## config.mk

```make
export PLATFORM = sky130hd
export DESIGN_NAME = ahp_host_port
export DESIGN_NICKNAME = d
export VERILOG_FILES = /design/src/ahp_pkg.sv /design/src/ahp_fifo.sv /design/src/ahp_host_port.sv
export SDC_FILE = /design/constraint.sdc
export NUM_CORES = 1
export LEC_CHECK = 0
export BUFFER_PORTS_ARGS = -buffer_cell sky130_fd_sc_hd__buf_2
export CAP_MARGIN = 25
export CORE_MARGIN = 3
export CORE_UTILIZATION = 50
export CTS_CLUSTER_DIAMETER = 50
export CTS_CLUSTER_SIZE = 28
export DETAILED_ROUTE_END_ITERATION = 8
export GPL_TIMING_DRIVEN = 0
export PLACE_DENSITY = 0.67
export SLEW_MARGIN = 20
export SYNTH_ARGS = -nofsm -noshare
export SYNTH_HDL_FRONTEND = slang
export SYNTH_HIERARCHICAL = 1
export SYNTH_SLANG_ARGS = --single-unit
```

## constraint.sdc

```tcl
create_clock -name clk_i -period 3.44 [get_ports clk_i]
set_input_delay 0.172 -clock clk_i [delete_from_list [all_inputs] [get_ports clk_i]]
set_output_delay 0.172 -clock clk_i [all_outputs]
set_load 0.02 [all_outputs]
```

## src/ahp_pkg.sv

```systemverilog
// package for the converter host port: control fields, watermarks, carriers
package ahp_pkg;
  localparam int DATA_W = 10;
  localparam int FIFO_DEPTH = 32;
  localparam int CTRL_W = 10;
  // control register 1 field positions
  localparam int TRIG0_BIT = 2;
  localparam int TRIG1_BIT = 3;
  localparam int STYLE_BIT = 4;
  localparam int POL_BIT = 5;
  localparam int RW_BIT = 6;
  localparam logic [CTRL_W-1:0] CTRL0_RST = 10'h000;
  localparam logic [CTRL_W-1:0] CTRL1_RST = 10'h000;
  localparam int CNT_W = 5;
  // watermark levels, one channel and two channels
  localparam logic [CNT_W-1:0] WM1_0 = 5'h01;
  localparam logic [CNT_W-1:0] WM1_1 = 5'h04;
  localparam logic [CNT_W-1:0] WM1_2 = 5'h08;
  localparam logic [CNT_W-1:0] WM1_3 = 5'h0E;
  localparam logic [CNT_W-1:0] WM2_0 = 5'h02;
  localparam logic [CNT_W-1:0] WM2_1 = 5'h04;
  localparam logic [CNT_W-1:0] WM2_2 = 5'h08;
  localparam logic [CNT_W-1:0] WM2_3 = 5'h0C;
  localparam logic ADDR_CTRL1 = 1'b1;

  typedef struct packed {
    logic chip_select_low_n;
    logic chip_select_high;
    logic rd_n;
    logic wr_n;
    logic addr;
  } ahp_bus_t;

  typedef enum logic [1:0] {
    AHP_IDLE = 2'b00,
    AHP_READ = 2'b01,
    AHP_WRITE = 2'b10
  } ahp_state_t;
endpackage : ahp_pkg
```

## src/ahp_fifo.sv

```systemverilog
// sample fifo with valid/ready on both sides
`timescale 1ns/1ns
module ahp_fifo #(
  parameter int WIDTH = 10,
  parameter int DEPTH = 32
) (
  input wire logic clk_i,
  input wire logic rst_i,
  input wire logic [WIDTH-1:0] in_data_i,
  input wire logic in_valid_i,
  output logic in_ready_o,
  output logic [WIDTH-1:0] out_data_o,
  output logic out_valid_o,
  input wire logic out_ready_i,
  output logic [$clog2(DEPTH):0] level_o
);
  localparam int AW = $clog2(DEPTH);
  logic [WIDTH-1:0] mem [DEPTH];
  logic [AW-1:0] wr_ptr_reg;
  logic [AW-1:0] rd_ptr_reg;
  logic [AW:0] count_reg;
  logic push;
  logic pop;

  assign in_ready_o = (count_reg != DEPTH[AW:0]);
  assign out_valid_o = (count_reg != '0);
  assign out_data_o = mem[rd_ptr_reg];
  assign level_o = count_reg;
  assign push = in_valid_i && in_ready_o;
  assign pop = out_valid_o && out_ready_i;

  always_ff @(posedge clk_i) begin
    if (push) begin
      mem[wr_ptr_reg] <= in_data_i;
    end
  end

  always_ff @(posedge clk_i) begin
    if (rst_i) begin
      wr_ptr_reg <= '0;
      rd_ptr_reg <= '0;
      count_reg <= '0;
    end else begin
      if (push) begin
        wr_ptr_reg <= wr_ptr_reg + 1'b1;
      end
      if (pop) begin
        rd_ptr_reg <= rd_ptr_reg + 1'b1;
      end
      count_reg <= count_reg + {{AW{1'b0}}, push} - {{AW{1'b0}}, pop};
    end
  end

  full_never_over_a: assert property (@(posedge clk_i) disable iff (rst_i)
    count_reg <= DEPTH[AW:0]) else $error("fifo count above depth");
endmodule : ahp_fifo

```

## src/ahp_host_port.sv

```systemverilog
// processor-side parallel port: strobe decode, control regs, data-available flag
`timescale 1ns/1ns
// Notes on behaviour
// - style bit 0 gives a static level flag, 1 gives a pulse.
// - polarity bit 0 makes the flag active low, 1 active high.
// - level style: flag goes active as soon as the watermark condition holds.
// - level style: flag drops at the start of the first watermark read.
// - level style: condition rechecked only after a full watermark of reads.
// - pulse style in continuous mode lasts half a conversion clock period.
// - access begins when the last qualifying input becomes valid.
// - without combined mode, write input is write strobe, read is read strobe.
// - a read access drives the flag inactive from last chip select valid.
// - internal strobe ends when the first qualifying input goes inactive.
// - combined mode: direction high is read, low is write.
// - two-bit field picks watermark 1,4,8,14 or 2,4,8,12 values.
// - write strobe loads the control registers; read strobe pops fifo words.
module ahp_host_port (
  input wire logic clk_i,
  input wire logic rst_i,
  input wire ahp_pkg::ahp_bus_t bus_i,
  input wire logic [ahp_pkg::CTRL_W-1:0] data_i,
  output logic [ahp_pkg::CTRL_W-1:0] data_o,
  output logic data_oe_o,
  input wire logic [ahp_pkg::DATA_W-1:0] sample_i,
  input wire logic sample_valid_i,
  output logic sample_ready_o,
  input wire logic two_channels_i,
  input wire logic continuous_i,
  input wire logic conversion_clock_input_i,
  output logic fifo_ready_flag_o,
  output logic [ahp_pkg::CTRL_W-1:0] ctrl0_o,
  output logic [ahp_pkg::CTRL_W-1:0] ctrl1_o
);
  import ahp_pkg::*;

  logic [CTRL_W-1:0] ctrl0_reg;
  logic [CTRL_W-1:0] ctrl1_reg;
  logic selected;
  logic rd_int;
  logic wr_int;
  logic rd_int_reg;
  logic wr_int_reg;
  logic rd_start;
  logic wr_start;
  logic [DATA_W-1:0] fifo_data;
  logic fifo_valid;
  logic [$clog2(FIFO_DEPTH):0] fifo_level;
  logic [CNT_W-1:0] watermark;
  logic [CNT_W-1:0] reads_left_reg;
  logic armed_reg;
  logic flag_reg;
  logic pulse_reg;
  logic conversion_clock_input_reg;
  logic conv_rise;
  logic [DATA_W-1:0] rd_data_reg;
  logic trigger;
  logic style_pulse;
  logic style_off;
  ahp_state_t state_reg;

  assign style_pulse = ctrl1_reg[STYLE_BIT];
  assign selected = !bus_i.chip_select_low_n && bus_i.chip_select_high;

  // combined mode reuses the write pin as direction, read pin is ignored
  always_comb begin
    if (ctrl1_reg[RW_BIT]) begin
      rd_int = selected && bus_i.wr_n;
      wr_int = selected && !bus_i.wr_n;
    end else begin
      rd_int = selected && !bus_i.rd_n && bus_i.wr_n;
      wr_int = selected && !bus_i.wr_n && bus_i.rd_n;
    end
  end

  // strobe begins on the last qualifier and ends on the first to drop
  assign rd_start = rd_int && !rd_int_reg;
  assign wr_start = wr_int && !wr_int_reg;

  always_ff @(posedge clk_i) begin
    if (rst_i) begin
      rd_int_reg <= 1'b0;
      wr_int_reg <= 1'b0;
      state_reg <= AHP_IDLE;
    end else begin
      rd_int_reg <= rd_int;
      wr_int_reg <= wr_int;
      case (state_reg)
        AHP_IDLE: begin
          if (rd_start) begin
            state_reg <= AHP_READ;
          end else if (wr_start) begin
            state_reg <= AHP_WRITE;
          end
        end
        AHP_READ: begin
          if (!rd_int) begin
            state_reg <= AHP_IDLE;
          end
        end
        AHP_WRITE: begin
          if (!wr_int) begin
            state_reg <= AHP_IDLE;
          end
        end
        default: state_reg <= AHP_IDLE;
      endcase
    end
  end

  always_ff @(posedge clk_i) begin
    if (rst_i) begin
      ctrl0_reg <= CTRL0_RST;
      ctrl1_reg <= CTRL1_RST;
    end else if (wr_start) begin
      if (bus_i.addr == ADDR_CTRL1) begin
        ctrl1_reg <= data_i;
      end else begin
        ctrl0_reg <= data_i;
      end
    end
  end

  ahp_fifo #(
    .WIDTH(DATA_W),
    .DEPTH(FIFO_DEPTH)
  ) u_fifo (
    .clk_i(clk_i),
    .rst_i(rst_i),
    .in_data_i(sample_i),
    .in_valid_i(sample_valid_i),
    .in_ready_o(sample_ready_o),
    .out_data_o(fifo_data),
    .out_valid_o(fifo_valid),
    .out_ready_i(rd_start),
    .level_o(fifo_level)
  );

  // read word held for the whole strobe, bus driven only while selected
  always_ff @(posedge clk_i) begin
    if (rst_i) begin
      rd_data_reg <= '0;
    end else if (rd_start && fifo_valid) begin
      // an empty read repeats the last word instead of stale memory
      rd_data_reg <= fifo_data;
    end
  end
  assign data_o = rd_data_reg;
  assign data_oe_o = rd_int_reg && rd_int;

  always_comb begin
    case ({two_channels_i, ctrl1_reg[TRIG1_BIT], ctrl1_reg[TRIG0_BIT]})
      3'b000: watermark = WM1_0;
      3'b001: watermark = WM1_1;
      3'b010: watermark = WM1_2;
      3'b011: watermark = WM1_3;
      3'b100: watermark = WM2_0;
      3'b101: watermark = WM2_1;
      3'b110: watermark = WM2_2;
      default: watermark = WM2_3;
    endcase
  end
  assign trigger = (fifo_level >= {1'b0, watermark});

  // level style: disarmed while a watermark batch of reads is outstanding
  always_ff @(posedge clk_i) begin
    if (rst_i) begin
      flag_reg <= 1'b0;
      armed_reg <= 1'b1;
      reads_left_reg <= '0;
    end else if (!armed_reg) begin
      if (rd_start) begin
        flag_reg <= 1'b0;
        if (reads_left_reg == 5'h01) begin
          armed_reg <= 1'b1;
        end
        reads_left_reg <= reads_left_reg - 1'b1;
      end
    end else if (trigger && !style_pulse) begin
      flag_reg <= 1'b1;
      armed_reg <= 1'b0;
      reads_left_reg <= watermark;
    end else begin
      flag_reg <= 1'b0;
    end
  end

  // pulse style: one half conversion clock, high phase after a trigger
  always_ff @(posedge clk_i) begin
    if (rst_i) begin
      conversion_clock_input_reg <= 1'b0;
      pulse_reg <= 1'b0;
    end else begin
      conversion_clock_input_reg <= conversion_clock_input_i;
      // mode writes cut the pulse; a rising edge beats a read in one cycle
      if (!style_pulse || !continuous_i || style_off) begin
        pulse_reg <= 1'b0;
      end else if (conv_rise && trigger) begin
        pulse_reg <= 1'b1;
      end else if (rd_start || !conversion_clock_input_i) begin
        pulse_reg <= 1'b0;
      end
    end
  end
  assign conv_rise = conversion_clock_input_i && !conversion_clock_input_reg;
  assign style_off = wr_start && (bus_i.addr == ADDR_CTRL1) && !data_i[STYLE_BIT];

  // polarity inverts after style select, both styles share it
  assign fifo_ready_flag_o = (style_pulse ? pulse_reg : flag_reg) ~^ ctrl1_reg[POL_BIT];
  assign ctrl0_o = ctrl0_reg;
  assign ctrl1_o = ctrl1_reg;

  flag_drops_read_a: assert property (@(posedge clk_i) disable iff (rst_i)
    (!style_pulse && !armed_reg && rd_start) |=> !flag_reg) else $error("flag not cleared by read");
  flag_sets_trig_a: assert property (@(posedge clk_i) disable iff (rst_i)
    (armed_reg && trigger && !style_pulse) |=> flag_reg) else $error("flag missed trigger");
  no_rearm_early_a: assert property (@(posedge clk_i) disable iff (rst_i)
    (!armed_reg && !rd_start) |=> !armed_reg) else $error("rearmed without read");
  polarity_map_a: assert property (@(posedge clk_i) disable iff (rst_i)
    fifo_ready_flag_o == ((style_pulse ? pulse_reg : flag_reg) == ctrl1_reg[POL_BIT]))
    else $error("polarity wrong");
  pulse_half_a: assert property (@(posedge clk_i) disable iff (rst_i)
    (pulse_reg && !conversion_clock_input_i) |=> !pulse_reg) else $error("pulse outlived half period");
  level_no_pulse_a: assert property (@(posedge clk_i) disable iff (rst_i)
    !style_pulse |-> !pulse_reg) else $error("pulse in level style");
  deselect_quiet_a: assert property (@(posedge clk_i) disable iff (rst_i)
    !selected |-> !data_oe_o) else $error("bus driven while deselected");
  write_loads_a: assert property (@(posedge clk_i) disable iff (rst_i)
    (wr_start && bus_i.addr == ADDR_CTRL1) |=> ctrl1_reg == $past(data_i))
    else $error("control write lost");
  strobe_ends_a: assert property (@(posedge clk_i) disable iff (rst_i)
    (state_reg == AHP_READ && !rd_int) |=> state_reg == AHP_IDLE) else $error("strobe stuck");
  read_cov_c: cover property (@(posedge clk_i) rd_start && fifo_valid);
  write_cov_c: cover property (@(posedge clk_i) wr_start);
  pulse_cov_c: cover property (@(posedge clk_i) pulse_reg);
  rearm_cov_c: cover property (@(posedge clk_i) !armed_reg ##1 armed_reg);
endmodule : ahp_host_port

```

---- Yosys cells after proc, flatten, opt, wreduce, memory -nomap -nowiden ----
Memories as Yosys holds them, arrays and structs flattened. A register that Yosys moved wholly into a read port is not among the register bits.
Cells that the tools add are included.
cells by class
  eq/ne operators ......................... 9
  reduce and logical (&&, ||, !) cells .... 39
  order comparisons ....................... 1
  muxes and demuxes ....................... 18
  bitwise gates (word level) .............. 2
  add/sub/neg operators ................... 5
operators by type and width
  cell                                                                 count
  4-bit one-hot mux with 5 select lines                                1
  1-bit logical AND                                                    16
  5-bit two-way mux                                                    3
  1-bit two-way mux                                                    14
  5-bit by 1-bit adder with 5-bit output (second input constant)       2
  1-bit logical NOT                                                    10
  3-bit == test (second input constant)                                3
  6-bit by 1-bit adder with 6-bit output                               1
  3-bit by 2-bit == test with 1-bit output (second input constant)     2
  6-bit by 5-bit greater-or-equal comparator with 1-bit output         1
  6-bit != test (second input constant)                                1
  2-bit AND reduction                                                  3
  6-bit nonzero test                                                   1
  2-bit OR reduction                                                   3
  6-bit by 1-bit subtractor with 6-bit output                          1
  5-bit by 1-bit == test with 1-bit output (second input constant)     1
  5-bit by 1-bit subtractor with 5-bit output (second input constant)  1
  2-bit nonzero test                                                   2
  3-bit by 1-bit == test with 1-bit output (second input constant)     1
  3-bit logical NOT                                                    1
  1-bit logical OR                                                     3
  2-bit by 1-bit != test with 1-bit output (second input constant)     1
  1-bit inverter                                                       1
  1-bit bitwise XNOR                                                   1
storage, ports and cells
  flip-flop bits (word level) ............. 47
  logic and storage cells ................. 87
  input port bits ......................... 31
  RAM bits ................................ 320
  memories kept ........................... 1
memory list
  memory      words  width  rd ports  clocked after memory_dff  wr ports  RTL line        source
  u_fifo.mem  32     10     1         1                         1         ahp_fifo.sv:18  logic [WIDTH-1:0] mem [DEPTH];

---- Longest topological paths before layout ----
Gate-level depths: netlist of the first run.
  depth in word-level cells ............... 10
  gate-level depth with buffers ........... 15
  gate-level depth less buffers ........... 14

---- Modules after synthesis ----
The synthesis of the first run kept the hierarchy.
modules (own cells, without submodules)
  module         times used  cells each  area an instance (um2)
  ahp_fifo       1           729         13,489.2
  ahp_host_port  1           197         1,886.8

---- Worst setup path after synthesis of the first run ----
Ideal clock, no wire load.
  path type ............................... register -> register
  start ................................... reg u_fifo.count_reg[4] (netlist: u_fifo/level_o[4])
  end ..................................... reg u_fifo.count_reg[4] (netlist: u_fifo/level_o[4])
  setup slack ............................. 0.586 ns
  stages on the path, launching flop included .. 16
  data arrival time ....................... 2.723 ns
  path buffers ............................ 1
  clock period less this slack ............ 2.854 ns
  library setup time ...................... 0.131 ns
  cells stage by stage .................... dfxtp_1 inv_1 ha_1 nand4bb_1 and2_1 clkbuf_1 inv_1 ha_1 inv_1 ha_1 inv_1 fa_1 nand2b_1 a21oi_1 o21a_1 nor3_1
between the ends
  longest elaborated chain between the ends .. 4
ends and longest elaborated chain
  item                                         RTL line             source
  start, declared                              ahp_fifo.sv:21       logic [AW:0] count_reg;
  start signal, assigned                       ahp_fifo.sv:50       count_reg <= count_reg + {{AW{1'b0}}, push} - {{AW{1'b0}}, pop};
  6-bit != test                                ahp_fifo.sv:25       assign in_ready_o = (count_reg != DEPTH[AW:0]);
  named net sample_ready_o                     ahp_host_port.sv:26  output logic sample_ready_o,
  1-bit logical AND                            ahp_fifo.sv:29       assign push = in_valid_i && in_ready_o;
  6-bit by 1-bit adder with 6-bit output       ahp_fifo.sv:50
  6-bit by 1-bit subtractor with 6-bit output  ahp_fifo.sv:50
The timed path passes the listed nets, and every way through them passes these cells.
A chain may end at the register's enable or synchronous reset.

---- Worst setup path after layout of the first run ----
  start ................................... reg u_fifo.count_reg[2] (netlist: u_fifo/level_o[2])
  end ..................................... reg u_fifo.count_reg[4] (netlist: u_fifo/level_o[4])
between the ends
  longest elaborated chain between the ends .. 4
ends and longest elaborated chain
  item                                           RTL line
  6-bit != test                                  ahp_fifo.sv:25
  1-bit logical AND                              ahp_fifo.sv:29
  6-bit by 1-bit adder with 6-bit output         ahp_fifo.sv:50
  6-bit by 1-bit subtractor with 6-bit output *  ahp_fifo.sv:50
Every way passes the cells marked *; elsewhere a longest branch is shown, timed or not.

==> summary.txt, run 1 <==
STA
  – Final period utilization: 88.2%
  – Final Hold Fails: 0
  – Setup WS post-layout: 0.404 ns
  – Setup TNS: 0 ns
  – Slew HR: 29.8%
  – Slew Viols, Final: 0
  – Min Tclk post-route: 3.04 ns
  – Clk_skew: 0.0229 ns
  – Achievable clock frequency: 329 MHz
  – Setup repair after global routing missed its margin: no
  – Final setup viols: 0
  – Worst Max-Slew Pin Slew: 1.05 ns

Placement
  – Pre-CTS setup slack: 0.415 ns
  – GP Congestion: 0.806
  – Detailed placer's ending HPWL: 21,100 µm
  – Port Buffers: 63

Critical path
  – Number of buffers and inverters on the critical path: 5
  – Cell family with most CP delay: adder cells
  – Crit-path most repeated cell: inv_1
  – Max stage delay cell, worst path: fa_1
  – Critical path fanouts, max: 6
  – Crit. End Element: register
  – Kind of critical path: register to register
  – Crit-path cells: inv_1 -> ha_1 -> nand4bb_1 -> and2_1 -> clkbuf_1 -> inv_1 -> ha_1 -> inv_1 -> ha_1 -> inv_1 -> fa_1 -> nand2b_1 -> a21oi_1 -> o21a_1 -> nor3_1
  – CP max stage delay: 0.42 ns
  – Critical Path RT: 3.81 ns
  – Crit start category: register
  – WP data arrival: 3.41 ns

Flow run
  – Max Cap Viol: 0

Logic synthesis
  – Yosys warnings: 6
  – Dominant cell type by area after synthesis: edfxtp_1
  – Synth Flop Type: edfxtp_1
  – Post-synth design cell area: 15,400 µm²
  – Synth Instances: 926
  – Top area cells in the synthesized netlist: edfxtp_1 (62%), dfxtp_1 (8.1%), mux2i_1 (7.4%)
  – Asr flop ratio synth: 0%
  – Number of enable flip-flop cells after synthesis: 320
  – Syn nets: 978
  – Unique cell type count in the Yosys netlist: 65
  – Yosys reg bits: 382
  – Area fraction of the dominant cell type after synthesis: 62.5%
  – Part of the Yosys area used for sequential elements: 70.6%
  – Mean post-synth cell area: 16.6 µm²

Floorplanning
  – Die area: 32,900 µm²
  – Die X: 181 µm
  – Die height: 181 µm
  – Core ar.: 30,000 µm²
  – I/O pin count: 64
  – Rows: 63
  – Initial Util: 51.3%

CTS
  – Post-CTS Setup Bufs: 0
  – Register clock-pin slew on the reported worst setup and hold paths: 0.07 ns
  – Clk_lat worst skew: 0.52 ns
  – TritonCTS sink count: 382
  – Post-CTS sizing: 0
  – Hold_buf cts: 15
  – H-tree depth: 2
  – CTS root buffer: clkbuf_16
  – Max clock buf depth: 3
  – TritonCTS Buffers: 35
  – CTS tree: done

Global routing
  – Pin count of the biggest net entering global routing: 33
  – GR Overflow Total: 0
  – Initial antenna violation count: 0
  – Vias in the first global route: 8,410
  – First-pass GRT wire length: 50,200 µm
  – GRT Total Usage: 20.2%

Layout
  – P&R area growth vs syn: 14.3%
  – Finished Core Util: 58.7%
  – Max reg flops: 320
  – Share of cells above drive strength 1: 17.1%
  – Most frequent cells in the layout: edfxtp_1 (320), mux2i_1 (113), nor2_1 (80), buf_2 (75), dfxtp_1 (62)
  – Ant. Diodes: 0
  – Commonest non-fill, non-tap cell in the layout: edfxtp_1
  – Biggest register: u_fifo/mem
  – Final #Nets: 1,100

Power and ir drop
  – Max IR drop VDD: 0.467 mV
  – Leak: 5.78 nW
  – Power density over the cells: 573 nW/µm²

Routing
  – Antenna Violating Nets Remaining: 0
  – Via count: 8,586
  – Vias/cell: 5.86
  – Residual DRC: 0
  – Routed wire per std cell: 22.8 µm
  – Drt total wl: 33,400 µm
  – Detailed Routing Iterations Pass 1: 5
  – DR iter-0 viols: 749

Min path
  – Worst Hold Class: primary input to register

Outcome
  – Status: complete, no violations
-- kinds of logic after synthesis --
family | Yosys count | synth area share [%]
AND/OR/NAND/NOR | 196 | 6.39
multiplexers | 153 | 13.7
AO/OA/AOI/OAI | 92 | 4.76
XOR/XNOR | 10 | 0.570
buffers and inverters | 72 | 2.23
adder cells (fa/ha/maj) | 21 | 1.76
flip-flops | 382 | 70.6
-- metal layers --
metal,vias up,global-route usage [%],part of all wire [%]
met2,283,31.8,48
li1,3877,-,-
met4,0,6.40,2.9
met1,4360,29.1,43
met5,-,0,0
met3,66,3.34,6.4
-- stage by stage --
stage               cells  power (W)  hold WS, ns  instance area [µm²]
CTS                  1458     0.0102      0.00860                17500
finish               1465     0.0101       0.0274                17600
global placement     1379    0.00621        0.421                16200
floorplan             926    0.00592        0.271                15400
detailed placement   1379    0.00623        0.436                16200
global route         1465     0.0105       0.0500                17600
-- Yosys cell counts, drive strengths merged, types with 9 or more instances --
cell	instances
nor2b	9
mux4	40
nand2	17
buf	22
mux2i	113
a221oi	10
a22oi	40
nand3	41
nor3	9
ha	20
edfxtp	320
nor2	81
clkbuf	24
dfxtp	62
a22o	10
inv	26
-- worst min-delay path: stages --
cell and delay (ns):
buf_2 0.09, nand2b_1 0.16, nor3_1 0.06
-- report_power, final --
| part | internal [W] | switching, W | leakage [nW] |
|---|---|---|---|
| clock | 0.00220 | 0.00173 | 0.584 |
| sequential | 0.00513 | 0.0000697 | 3.39 |
| combinational | 0.000349 | 0.000592 | 1.81 |
-- area by class of cell --
class	count	area (µm²)
plain buffers	46	245
flip-flops and latches	382	10900
fillers	2287	12400
multi-input cells	472	4180
well taps	390	488
clock buffers	41	951
clock inverters	23	240
inverters	26	97.6
repair buffers	85	518
-- final timing paths --
| kind | to | slack, ns | cells after the start | start |
|---|---|---|---|---|
| max | u_fifo/level_o[4]$_SDFF_PP0_ | 0.40 | 15 | u_fifo/level_o[2]$_SDFF_PP0_ |
| min | wr_int_reg$_SDFF_PP0_ | 0.03 | 3 | bus_i[4] |
| max reg2reg | u_fifo/level_o[4]$_SDFF_PP0_ | 0.40 | 15 | u_fifo/level_o[2]$_SDFF_PP0_ |
| min reg2reg | flag_reg$_SDFFE_PP0P_ | 0.48 | 2 | flag_reg$_SDFFE_PP0P_ |
Power figures use the tool's default switching activity.
==> inputs of run 2 (changes only) <==
--- a/config.mk
+++ b/config.mk
@@ -13,7 +13,9 @@
 export CTS_CLUSTER_SIZE = 28
 export DETAILED_ROUTE_END_ITERATION = 8
 export GPL_TIMING_DRIVEN = 0
+export HOLD_SLACK_MARGIN = 0.1
 export PLACE_DENSITY = 0.67
+export RECOVER_POWER = 100
 export SLEW_MARGIN = 20
 export SYNTH_ARGS = -nofsm -noshare
 export SYNTH_HDL_FRONTEND = slang
==> run 2 against run 1 <==
Cell count up 0.41%. Hold slack better by 0.13 ns. Final area is 0.23% lower. Combinational power fell by 1%. First-iteration DRC count down 0.13%. Sequential cell count unchanged. The run now ends with capacitance limit, slew limit left. Sequential power about the same. Global-route usage increased by 0.074 points.
==> summary.txt, run 2 (same netlist as run 1, synthesis figures left out) <==
CTS
  – TritonCTS Buffers: 35
  – Post-CTS Setup Bufs: 0
  – H-tree depth: 2
  – Max clock buf depth: 3
  – Register clock-pin slew on the reported worst setup and hold paths: 0.07 ns
  – Clk_lat worst skew: 0.52 ns
  – Post-CTS sizing: 0
  – TritonCTS sink count: 382
  – CTS tree: done
  – CTS root buffer: clkbuf_16

Power and ir drop
  – Sequential power share: 51.7%
  – Net switching power: 0.00239 W
  – Max IR drop VDD: 0.466 mV
  – Leak: 5.60 nW
  – Sw frac: 23.7%
  – Power density over the cells: 574 nW/µm²
  – Logic pwr share: 9.2%
  – Clock share of power: 39.1%
  – Internal power: 0.00768 W

Global routing
  – GRT Total Usage: 20.3%
  – Vias in the first global route: 8,457
  – Met1 Track Usage GR: 29.2%
  – Grt peak-use layer: met2
  – GR Util met2: 32.0%
  – First-pass GRT wire length: 50,400 µm
  – Met3 Use GR: 3.28%
  – Initial antenna violation count: 0
  – GR Overflow Total: 0
  – Pin count of the biggest net entering global routing: 33

Layout
  – Post-Layout Cell Count: 1,471
  – Finished Core Util: 58.5%
  – Commonest non-fill, non-tap cell in the layout: edfxtp_1
  – Share of cells above drive strength 1: 11.8%
  – Ant. Diodes: 0
  – Biggest register: u_fifo/mem
  – Max reg flops: 320
  – P&R area growth vs syn: 14.0%
  – Final #Nets: 1,106
  – Most frequent cells in the layout: edfxtp_1 (320), mux2i_1 (113), nor2_1 (80), clkbuf_1 (80), dfxtp_1 (62)

Routing
  – Routed wire per std cell: 22.8 µm
  – Residual DRC: 0
  – Via count: 8,588
  – Vias/cell: 5.84
  – Detailed Routing Iterations Pass 1: 4
  – DR iter-0 viols: 748
  – Drt total wl: 33,500 µm
  – Antenna Violating Nets Remaining: 0

Placement
  – Detailed placer's ending HPWL: 21,100 µm
  – GP Congestion: 0.806
  – Port Buffers: 63
  – Placed Cells incl. Taps: 1,379

Min path
  – Hold Path Depth: 5
  – Worst Hold Class: primary input to register
  – Hold Startpoint: two_channels_i
  – Worst hold path endpoint: reads_left_reg[0]$_SDFFE_PP0P_

STA
  – Setup repair after global routing missed its margin: no
  – Min Tclk post-route: 3.03 ns
  – Slew Viols, Final: 330
  – Final setup viols: 0
  – Final Hold Fails: 0
  – Final period utilization: 88.0%
  – Clk_skew: 0.0222 ns
  – Slew HR: -12.8%
  – Worst Max-Slew Pin Slew: 1.69 ns
  – Achievable clock frequency: 331 MHz
  – Setup TNS: 0 ns

Floorplanning
  – Rows: 63
  – Die height: 181 µm
  – Die area: 32,900 µm²
  – Initial Util: 51.3%
  – Core ar.: 30,000 µm²
  – I/O pin count: 64
  – Die X: 181 µm

Critical path
  – Worst r2r src: u_fifo/level_o[2]$_SDFF_PP0_
  – Worst R2R End: u_fifo/level_o[4]$_SDFF_PP0_
  – Crit-path most repeated cell: inv_1
  – CP max stage delay: 0.42 ns
  – R2R depth: 15
  – R2R Setup Slk: 0.41 ns
  – Critical path fanouts, max: 6
  – Max stage delay cell, worst path: fa_1
  – Crit-path cells: inv_1 -> ha_1 -> nand4bb_1 -> and2_0 -> clkbuf_1 -> inv_1 -> ha_1 -> inv_1 -> ha_1 -> inv_1 -> fa_1 -> nand2b_1 -> a21oi_1 -> o21a_1 -> nor3_1
  – Number of buffers and inverters on the critical path: 5
  – Critical Path RT: 3.81 ns
  – Crit. End Element: register
  – Cell family with most CP delay: adder cells
  – WP data arrival: 3.40 ns
  – Crit start category: register
  – Kind of critical path: register to register

Flow run
  – Max Cap Viol: 10

Outcome
  – Violated checks: capacitance limit, slew limit
  – Status: finished, violations left
## run 2: cell count changes in the layout (fill, tap and decap cells not counted), moves of 6 or more
| cell | previous run | this run |
|---|---|---|
| buf_2 | 75 | 30 |
| buf_4 | 10 | 2 |
| clkbuf_1 | 27 | 80 |
| dlygate4sd3_1 | 15 | 21 |
## run 2: repair_timing
| item | CTS | global route |
|---|---|---|
| endpoints found under the setup margin | 0 | 0 |
| hold buffers | 21 | 0 |
| endpoints found under the hold margin | 29 | 0 |
## run 2: through the flow
step                setup WS, ns  hold slack [ns]  cell area [µm²]  total power [W]
floorplan                  0.586            0.271            15400          0.00592
global placement           0.381            0.421            16200          0.00621
detailed placement         0.415            0.436            16200          0.00623
CTS                        0.386            0.145            17600           0.0102
global route               0.144            0.186            17500           0.0104
finish                     0.414            0.157            17500           0.0101
## run 2: worst reg2reg max path, stage by stage, from the launching register on
cell and delay [ns]:
dfxtp_1 0.38, inv_1 0.08, ha_1 0.21, nand4bb_1 0.20, and2_0 0.15, clkbuf_1 0.24
inv_1 0.10, ha_1 0.29, inv_1 0.05, ha_1 0.16, inv_1 0.06, fa_1 0.42
nand2b_1 0.16, a21oi_1 0.20, o21a_1 0.13, nor3_1 0.04
## run 2: final cells by class
class | instances | area, µm²
sequential | 382 | 10900
fill | 2306 | 12400
timing repair buffer | 91 | 495
clock inverter | 23 | 240
buffer | 46 | 241
inverter | 26 | 97.6
multi-input combinational | 472 | 4170
tap | 390 | 488
clock buffer | 41 | 951
## run 2: worst max path at each step
stage | to | depth (start not counted) | from
6_report | u_fifo/level_o[4]$_SDFF_PP0_ | 15 | u_fifo/level_o[2]$_SDFF_PP0_
5_1_grt | u_fifo/level_o[4]$_SDFF_PP0_ | 15 | u_fifo/level_o[4]$_SDFF_PP0_
4_1_cts | u_fifo/level_o[4]$_SDFF_PP0_ | 15 | u_fifo/level_o[2]$_SDFF_PP0_
3_5_place_dp | u_fifo/level_o[4]$_SDFF_PP0_ | 15 | u_fifo/level_o[2]$_SDFF_PP0_
3_3_place_gp | u_fifo/level_o[4]$_SDFF_PP0_ | 15 | u_fifo/level_o[2]$_SDFF_PP0_
2_1_floorplan | u_fifo/level_o[4]$_SDFF_PP0_ | 15 | u_fifo/level_o[4]$_SDFF_PP0_
## run 2: per-layer routing
layer  routed length [µm]  vias to the layer above
li1                     -                     3888
met1                14500                     4350
met2                16000                      286
met3                 2070                       64
met4                  974                        0
met5                    0                        -
## run 2: power groups by stage
stage | logic, W | registers [W] | clock network (W)
global route | 0.00103 | 0.00522 | 0.00420
global placement | 0.000908 | 0.00530 | 0
floorplan | 0.000621 | 0.00529 | 0
detailed placement | 0.000927 | 0.00530 | 0
CTS | 0.000948 | 0.00520 | 0.00402
finish | 0.000928 | 0.00521 | 0.00393
